## config.mk

```make
export PLATFORM = sky130hd
export DESIGN_NAME = fixed_ref_temp_sense_ctrl
export DESIGN_NICKNAME = d
export VERILOG_FILES = /design/src/logic/fixed_ref_pkg.sv /design/src/logic/ref_gain_decode.sv /design/src/logic/temp_sense_ctrl.sv /design/src/logic/fixed_ref_temp_sense_ctrl.sv
export SDC_FILE = /design/constraint.sdc
export NUM_CORES = 1
export LEC_CHECK = 0
export ABC_AREA = 1
export BUFFER_PORTS_ARGS = -buffer_cell sky130_fd_sc_hd__buf_2
export CAP_MARGIN = 20
export CORE_MARGIN = 3
export CORE_UTILIZATION = 33
export DETAILED_ROUTE_END_ITERATION = 7
export PLACE_DENSITY = 0.76
export SKIP_CTS_REPAIR_TIMING = 1
export SYNTH_ARGS = -nofsm -noshare
export SYNTH_HDL_FRONTEND = slang
export SYNTH_SLANG_ARGS = --single-unit
```

## constraint.sdc

```tcl
create_clock -name ref_clk_i -period 1 [get_ports ref_clk_i]
set_input_delay 0.15 -clock ref_clk_i [delete_from_list [all_inputs] [get_ports ref_clk_i]]
set_output_delay 0.15 -clock ref_clk_i [all_outputs]
set_load 0.02 [all_outputs]
```

## src/logic/fixed_ref_pkg.sv

```systemverilog
// Constants and types shared by the fixed reference control logic
package fixed_ref_pkg;

  // ************************************************************
  // Bus geometry
  // ************************************************************
  localparam int unsigned WB_ADDR_W = 8;
  localparam int unsigned WB_DATA_W = 32;
  localparam int unsigned WB_SEL_W = 4;
  localparam int unsigned REG_W = 8;

  // ************************************************************
  // Register map
  // ************************************************************
  localparam logic [WB_ADDR_W-1:0] FIXED_REF_CONTROL_ADDR = 8'h00;
  localparam logic [REG_W-1:0] FIXED_REF_CONTROL_RESET = 8'h00;

  // ************************************************************
  // Field positions in fixed_ref_control
  // ************************************************************
  localparam int unsigned REF_ENABLE_BIT = 7;
  localparam int unsigned REF_READY_BIT = 6;
  localparam int unsigned TEMP_SENSE_ENABLE_BIT = 5;
  localparam int unsigned TEMP_RANGE_SELECT_BIT = 4;
  localparam int unsigned CMP_DAC_GAIN_LSB = 2;
  localparam int unsigned ADC_GAIN_LSB = 0;
  localparam int unsigned GAIN_W = 2;
  // Bits software can store; ready is status only
  localparam logic [REG_W-1:0] CTRL_WRITE_MASK = 8'hBF;

  // ************************************************************
  // Buffer gain encodings
  // ************************************************************
  typedef enum logic [GAIN_W-1:0] {
    GAIN_OFF = 2'h0,
    GAIN_X1 = 2'h1,
    GAIN_X2 = 2'h2,
    GAIN_X4 = 2'h3
  } gain_code_t;
  localparam int unsigned MULT_W = 3;
  localparam logic [MULT_W-1:0] MULT_NONE = 3'h0;
  localparam logic [MULT_W-1:0] MULT_X1 = 3'h1;
  localparam logic [MULT_W-1:0] MULT_X2 = 3'h2;
  localparam logic [MULT_W-1:0] MULT_X4 = 3'h4;

  // ************************************************************
  // Converter channel of the temperature output
  // ************************************************************
  localparam int unsigned CHAN_W = 5;
  localparam logic [CHAN_W-1:0] TEMP_ADC_CHANNEL = 5'h1D;

  // ************************************************************
  // Timing
  // ************************************************************
  localparam int unsigned CLK_PERIOD_NS = 10;
  localparam int unsigned REF_SETTLE_NS = 1000;
  localparam int unsigned REF_SETTLE_CYCLES =
    (REF_SETTLE_NS + CLK_PERIOD_NS - 1) / CLK_PERIOD_NS;
  localparam int unsigned SETTLE_CNT_W = 8;

endpackage : fixed_ref_pkg

```

## src/logic/ref_gain_decode.sv

```systemverilog
// Decodes a buffer gain code into registered on and multiplier outputs
`timescale 1ns/1ps
module ref_gain_decode
  import fixed_ref_pkg::*;
(
  input wire logic ref_clk_i,
  input wire logic rst_i,
  input wire logic ref_on_i,
  input wire logic [fixed_ref_pkg::GAIN_W-1:0] gain_code_i,
  output logic buf_on_o,
  output logic [fixed_ref_pkg::MULT_W-1:0] buf_mult_o
);

  function automatic logic [MULT_W-1:0] code_to_mult(
    input logic [GAIN_W-1:0] code
  );
    logic [MULT_W-1:0] m;
    m = MULT_NONE;
    case (gain_code_t'(code))
      GAIN_OFF: m = MULT_NONE;
      GAIN_X1: m = MULT_X1;
      GAIN_X2: m = MULT_X2;
      GAIN_X4: m = MULT_X4;
      default: m = MULT_NONE;
    endcase
    return m;
  endfunction : code_to_mult

  // A disabled reference leaves every buffer unpowered
  always_ff @(posedge ref_clk_i) begin
    if (rst_i) begin
      buf_on_o <= 1'b0;
      buf_mult_o <= MULT_NONE;
    end else if (ref_on_i && gain_code_i != GAIN_OFF) begin
      buf_on_o <= 1'b1;
      buf_mult_o <= code_to_mult(gain_code_i);
    end else begin
      buf_on_o <= 1'b0;
      buf_mult_o <= MULT_NONE;
    end
  end

endmodule : ref_gain_decode

```

## src/logic/temp_sense_ctrl.sv

```systemverilog
// Bias, range and converter hookup of the die temperature circuit
`timescale 1ns/1ps
module temp_sense_ctrl
  import fixed_ref_pkg::*;
(
  input wire logic ref_clk_i,
  input wire logic rst_i,
  input wire logic enable_i,
  input wire logic range_high_i,
  input wire logic [fixed_ref_pkg::CHAN_W-1:0] adc_chan_sel_i,
  output logic bias_on_o,
  output logic high_range_o,
  output logic adc_connect_o
);

  always_ff @(posedge ref_clk_i) begin
    if (rst_i) begin
      bias_on_o <= 1'b0;
    end else begin
      bias_on_o <= enable_i;
    end
  end

  // Range is held low while disabled so the bias draws nothing
  always_ff @(posedge ref_clk_i) begin
    if (rst_i) begin
      high_range_o <= 1'b0;
    end else begin
      high_range_o <= enable_i & range_high_i;
    end
  end

  // Only this source may drive the reserved converter channel
  always_ff @(posedge ref_clk_i) begin
    if (rst_i) begin
      adc_connect_o <= 1'b0;
    end else begin
      adc_connect_o <= enable_i && adc_chan_sel_i == TEMP_ADC_CHANNEL;
    end
  end

endmodule : temp_sense_ctrl

```

## src/logic/fixed_ref_temp_sense_ctrl.sv

```systemverilog
// Fixed reference and temperature sensor control register with bus slave
`timescale 1ns/1ps
module fixed_ref_temp_sense_ctrl
  import fixed_ref_pkg::*;
#(
  parameter bit HAS_LDO = 1'b1,
  parameter int unsigned SETTLE_CYCLES = fixed_ref_pkg::REF_SETTLE_CYCLES
)
(
  input wire logic ref_clk_i,
  input wire logic rst_i,
  input wire logic wb_cyc_i,
  input wire logic wb_stb_i,
  input wire logic wb_we_i,
  input wire logic [fixed_ref_pkg::WB_ADDR_W-1:0] wb_adr_i,
  input wire logic [fixed_ref_pkg::WB_DATA_W-1:0] wb_dat_i,
  input wire logic [fixed_ref_pkg::WB_SEL_W-1:0] wb_sel_i,
  output logic [fixed_ref_pkg::WB_DATA_W-1:0] wb_dat_o,
  output logic wb_ack_o,
  input wire logic [fixed_ref_pkg::CHAN_W-1:0] adc_chan_sel_i,
  output logic ref_enable_o,
  output logic ref_ready_o,
  output logic adc_buf_on_o,
  output logic [fixed_ref_pkg::MULT_W-1:0] adc_buf_mult_o,
  output logic cmp_dac_buf_on_o,
  output logic [fixed_ref_pkg::MULT_W-1:0] cmp_dac_buf_mult_o,
  output logic temp_bias_on_o,
  output logic temp_high_range_o,
  output logic temp_adc_connect_o
);

  import fixed_ref_pkg::*;

  // ************************************************************
  // Control register
  // ************************************************************
  logic [REG_W-1:0] ctrl_q;
  logic ready_q;
  logic [SETTLE_CNT_W-1:0] settle_q;
  logic req;
  logic hit;
  logic wr_en;

  assign req = wb_cyc_i & wb_stb_i & ~wb_ack_o;
  assign hit = wb_adr_i == FIXED_REF_CONTROL_ADDR;
  // Only lane 0 carries this narrow register
  assign wr_en = req & wb_we_i & hit & wb_sel_i[0];

  always_ff @(posedge ref_clk_i) begin
    if (rst_i) begin
      ctrl_q <= FIXED_REF_CONTROL_RESET;
    end else if (wr_en) begin
      ctrl_q <= wb_dat_i[REG_W-1:0] & CTRL_WRITE_MASK;
    end
  end

  // ************************************************************
  // Reference readiness
  // ************************************************************
  // Without the regulator the reference needs time to settle after
  // enable; a disable drops ready at once and restarts the wait.
  always_ff @(posedge ref_clk_i) begin
    if (rst_i) begin
      settle_q <= '0;
    end else if (!ctrl_q[REF_ENABLE_BIT]) begin
      settle_q <= '0;
    end else if (settle_q != SETTLE_CNT_W'(SETTLE_CYCLES)) begin
      settle_q <= settle_q + SETTLE_CNT_W'(1);
    end
  end

  always_ff @(posedge ref_clk_i) begin
    if (rst_i) begin
      ready_q <= HAS_LDO;
    end else if (HAS_LDO) begin
      ready_q <= 1'b1;
    end else begin
      ready_q <= ctrl_q[REF_ENABLE_BIT] &&
                 settle_q == SETTLE_CNT_W'(SETTLE_CYCLES);
    end
  end

  // ************************************************************
  // Bus answer
  // ************************************************************
  // Every access is acked one cycle later; unmapped reads give zero
  always_ff @(posedge ref_clk_i) begin
    if (rst_i) begin
      wb_ack_o <= 1'b0;
    end else begin
      wb_ack_o <= req;
    end
  end

  always_ff @(posedge ref_clk_i) begin
    if (rst_i) begin
      wb_dat_o <= '0;
    end else if (req && !wb_we_i && hit) begin
      wb_dat_o <= {{(WB_DATA_W-REG_W){1'b0}},
                   ctrl_q[REG_W-1:REF_READY_BIT+1], ready_q,
                   ctrl_q[REF_READY_BIT-1:0]};
    end else begin
      wb_dat_o <= '0;
    end
  end

  // ************************************************************
  // Outputs
  // ************************************************************
  always_ff @(posedge ref_clk_i) begin
    if (rst_i) begin
      ref_enable_o <= 1'b0;
      ref_ready_o <= 1'b0;
    end else begin
      ref_enable_o <= ctrl_q[REF_ENABLE_BIT];
      ref_ready_o <= ready_q;
    end
  end

  ref_gain_decode u_adc_gain (
    .ref_clk_i(ref_clk_i),
    .rst_i(rst_i),
    .ref_on_i(ctrl_q[REF_ENABLE_BIT]),
    .gain_code_i(ctrl_q[ADC_GAIN_LSB +: GAIN_W]),
    .buf_on_o(adc_buf_on_o),
    .buf_mult_o(adc_buf_mult_o)
  );

  ref_gain_decode u_cmp_dac_gain (
    .ref_clk_i(ref_clk_i),
    .rst_i(rst_i),
    .ref_on_i(ctrl_q[REF_ENABLE_BIT]),
    .gain_code_i(ctrl_q[CMP_DAC_GAIN_LSB +: GAIN_W]),
    .buf_on_o(cmp_dac_buf_on_o),
    .buf_mult_o(cmp_dac_buf_mult_o)
  );

  temp_sense_ctrl u_temp (
    .ref_clk_i(ref_clk_i),
    .rst_i(rst_i),
    .enable_i(ctrl_q[TEMP_SENSE_ENABLE_BIT]),
    .range_high_i(ctrl_q[TEMP_RANGE_SELECT_BIT]),
    .adc_chan_sel_i(adc_chan_sel_i),
    .bias_on_o(temp_bias_on_o),
    .high_range_o(temp_high_range_o),
    .adc_connect_o(temp_adc_connect_o)
  );

endmodule : fixed_ref_temp_sense_ctrl

```

==> results_tabular.tex <==
\begin{tabular}{lr}
\hline
Metric & Value \\
\hline
\multicolumn{2}{l}{\textbf{Clocking}} \\
Number of buffers between clock root and the deepest sink & 2 \\
Clock tree from TritonCTS & built \\
Clock tree root driver cell & clkbuf\_4 \\
Worst-path clk slew & 0.08 ns \\
H-tree levels & 2 \\
Number of sinks on the clock net & 29 \\
Clk Latency, worst-skew pair & 0.31 ns \\
CTS buffer count & 5 \\
\multicolumn{2}{l}{\textbf{GRT}} \\
First-pass GRT wire length & around 3000 um \\
Maximum number of pins on one net before global-route repair & 15 \\
Met2 Resource Use GR & 0.160 \\
GR peak layer & met2 \\
Total routing resource utilization after global routing & 0.0961 \\
Met3 track demand over resource in global routing & 0.0485 \\
Total gr overflow & 0 \\
Via count of the first global-routing pass & approximately 730 \\
Global Route met1 Usage & 0.0932 \\
Number of antenna violations at the first check in global routing & 0 \\
\multicolumn{2}{l}{\textbf{Die}} \\
Die Outline Area & around 4200 sq um \\
Area of the core & 3180 sq um \\
I/O Pins & 100 \\
Height of the die & $\sim$65 um \\
Chip Width & around 65 um \\
Initial standard-cell utilization of the core & 0.357 \\
Std-Cell Rows & 20 \\
\multicolumn{2}{l}{\textbf{Pwr}} \\
Maximum vdd ir drop & between 0.3 and 0.4 mV \\
Power density normalized to cell area & $\sim$1400 nW/um\^{}2 \\
Leakage & 0.723 nW \\
\multicolumn{2}{l}{\textbf{Routing}} \\
Drt via density & 3.85 \\
Total wire length & slightly above 2000 um \\
Number of DRC markers after the initial detailed-route iteration & 42 \\
Detailed-route via count & between 900 and 1000 \\
Routed Antenna Nets & 0 \\
Routed wire length per instance & slightly below 9 um \\
Pre-antenna DRT Iters & 4 \\
Drt drc & 0 \\
\multicolumn{2}{l}{\textbf{Final layout}} \\
Leading cell type in the layout, fill and taps excluded & buf\_2 \\
Area growth from synthesis to final layout & 32.1\% \\
Number of filler cells placed in the layout & around 310 \\
Design Area, Final & 1500 sq um \\
\# nets final & approximately 240 \\
Fraction of final layout cells with drive strength greater than 1 & 0.374 \\
Antenna diodes & 0 \\
Commonest cells after routing, fill and taps aside & buf\_2, dfxtp\_1, conb\_1, nor2\_1, inv\_1 \\
Final standard cell utilization of the core & 0.472 \\
Number of cells in the finished layout apart from fillers & 234 \\
\multicolumn{2}{l}{\textbf{Yosys}} \\
Mean cell area of the mapped netlist & 8.34 sq um \\
Netlist area before placement & around 1100 sq um \\
Distinct cell type count after synthesis & 15 \\
Synth Warn \# & 0 \\
Number of flip-flops and latches in the synthesized netlist & 29 \\
Sequential-to-total area share from yosys stat & 0.512 \\
Synthesized netlist cell count & 136 \\
\multicolumn{2}{l}{\textbf{Setup path}} \\
Classification of the worst setup path & reg2reg \\
Max FO, Critical Path & 7 \\
Reg-to-reg slack, setup & -0.05 ns \\
Crit end category & register \\
Startpoint Class & register \\
Endpoint arrival time on the critical path & between 1 and 1.5 ns \\
Required time of the worst setup path & 1.21 ns \\
\multicolumn{2}{l}{\textbf{Worst hold path}} \\
Kind of path behind the tightest hold check & in2reg \\
\multicolumn{2}{l}{\textbf{Placed design}} \\
Placed instance area & 1380 sq um \\
Final HPWL from detailed placement & 1520 um \\
Number of I/O port buffers & 47 \\
Post-placement cell count & between 200 and 250 \\
Placer Congestion & 0.691 \\
\multicolumn{2}{l}{\textbf{Run status}} \\
Failing checks & negative setup slack \\
Run status & finished, violations left \\
\multicolumn{2}{l}{\textbf{STA}} \\
Count of final setup violators & 7 \\
Aggregate negative setup slack & -0.217 ns \\
Setup skew after layout & about 0.0044 ns \\
Final clock period utilization by the worst path & 1.05 \\
Unrepaired setup endpoints after global routing & yes \\
Min cycle time layout & approximately 1.0 ns \\
Pins over their slew limit & 0 \\
Worst setup slack after layout & -0.0456 ns \\
Number of hold violations in the final report & 0 \\
F\_max & about 0.96 GHz \\
Worst hold margin & approximately 0.070 ns \\
\multicolumn{2}{l}{\textbf{Run}} \\
Max-cap viol count & 0 \\
\hline
\end{tabular}
[power by group]
part           switching, mW  internal (mW)  leakage, nW
clock                  0.345          0.331       0.0314
sequential           0.00159           1.16        0.235
combinational          0.141         0.0602        0.457
total                  0.488           1.55        0.723
[path summary, 6_finish.rpt]
kind / start / end / cells after the start
setup / recovery: wb_ack_o$_SDFF_PP0_ / ctrl_q[5]$_SDFFE_PP0P_ / 7
hold / removal: adc_chan_sel_i[3] / u_temp.adc_connect_o$_SDFF_PP0_ / 3
setup reg to reg: wb_ack_o$_SDFF_PP0_ / ctrl_q[5]$_SDFFE_PP0P_ / 7
hold reg to reg: ctrl_q[3]$_SDFFE_PP0P_ / u_cmp_dac_gain.buf_mult_o[0]$_SDFF_PP0_ / 1
[critical path, stage by stage, from the launching register on]
cell	delay (ns)
dfxtp_4	0.35
inv_2	0.06
nand3_4	0.07
nor2_4	0.15
buf_12	0.14
nand3_2	0.05
nand2_1	0.07
nor2_1	0.05
[Yosys cell counts, drive strengths merged]
cell | number | area (sq um)
nand2 | 10 | 37.5
a21oi | 9 | 45.0
conb | 1 | 3.75
nor2 | 24 | 100
buf | 26 | 199
clkinv | 1 | 3.75
dfxtp | 29 | 581
nand3b | 1 | 7.51
nand3 | 10 | 55.1
nor3 | 7 | 35.0
inv | 18 | 67.6
[metal layers]
metal	wire [um]	part of all wire	vias to the layer above
met5	0	0	-
met4	53	0.026	0
met3	243	0.12	7
met2	1010	0.49	47
met1	736	0.36	376
li1	-	-	472
[final cells by class]
| type | instances | area, sq um | area share |
|---|---|---|---|
| sequential | 29 | 584 | 0.390 |
| timing repair buffer | 50 | 300 | 0.200 |
| inverter | 19 | 71.3 | 0.0476 |
| tap | 44 | 55.1 | 0.0367 |
| clock buffer | 7 | 55.1 | 0.0367 |
| multi-input combinational | 85 | 433 | 0.289 |
[flip-flops by register name (all words and copies together), names as in the netlist]
signal,cells
wb_ack_o,1
u_temp.bias_on_o,1
wb_dat_o,8
ctrl_q,7
u_cmp_dac_gain.buf_on_o,1
ref_enable_o,1
u_adc_gain.buf_on_o,1
ref_ready_o,1
u_cmp_dac_gain.buf_mult_o,3
u_temp.high_range_o,1
u_temp.adc_connect_o,1
u_adc_gain.buf_mult_o,3
[cell families (layout without fill, tap and decap cells)]
group | after synthesis | count (layout) | synth area share
AND/OR/NAND/NOR | 52 | 52 | 0.207
buffers and inverters | 45 | 76 | 0.238
flip-flops | 29 | 29 | 0.512
AO/OA/AOI/OAI | 9 | 9 | 0.0397
other | 1 | 24 | 0.00330
[stage by stage]
| stage | worst slack, ns | power, mW |
|---|---|---|
| 2_1_floorplan | -0.0331 | 1.38 |
| 3_3_place_gp | -0.0258 | 1.37 |
| 3_5_place_dp | -0.0457 | 1.37 |
| 4_1_cts | -0.0652 | 2.05 |
| 5_1_grt | -0.127 | 2.13 |
| 6_report | -0.0456 | 2.03 |
Power figures use the tool's default switching activity.
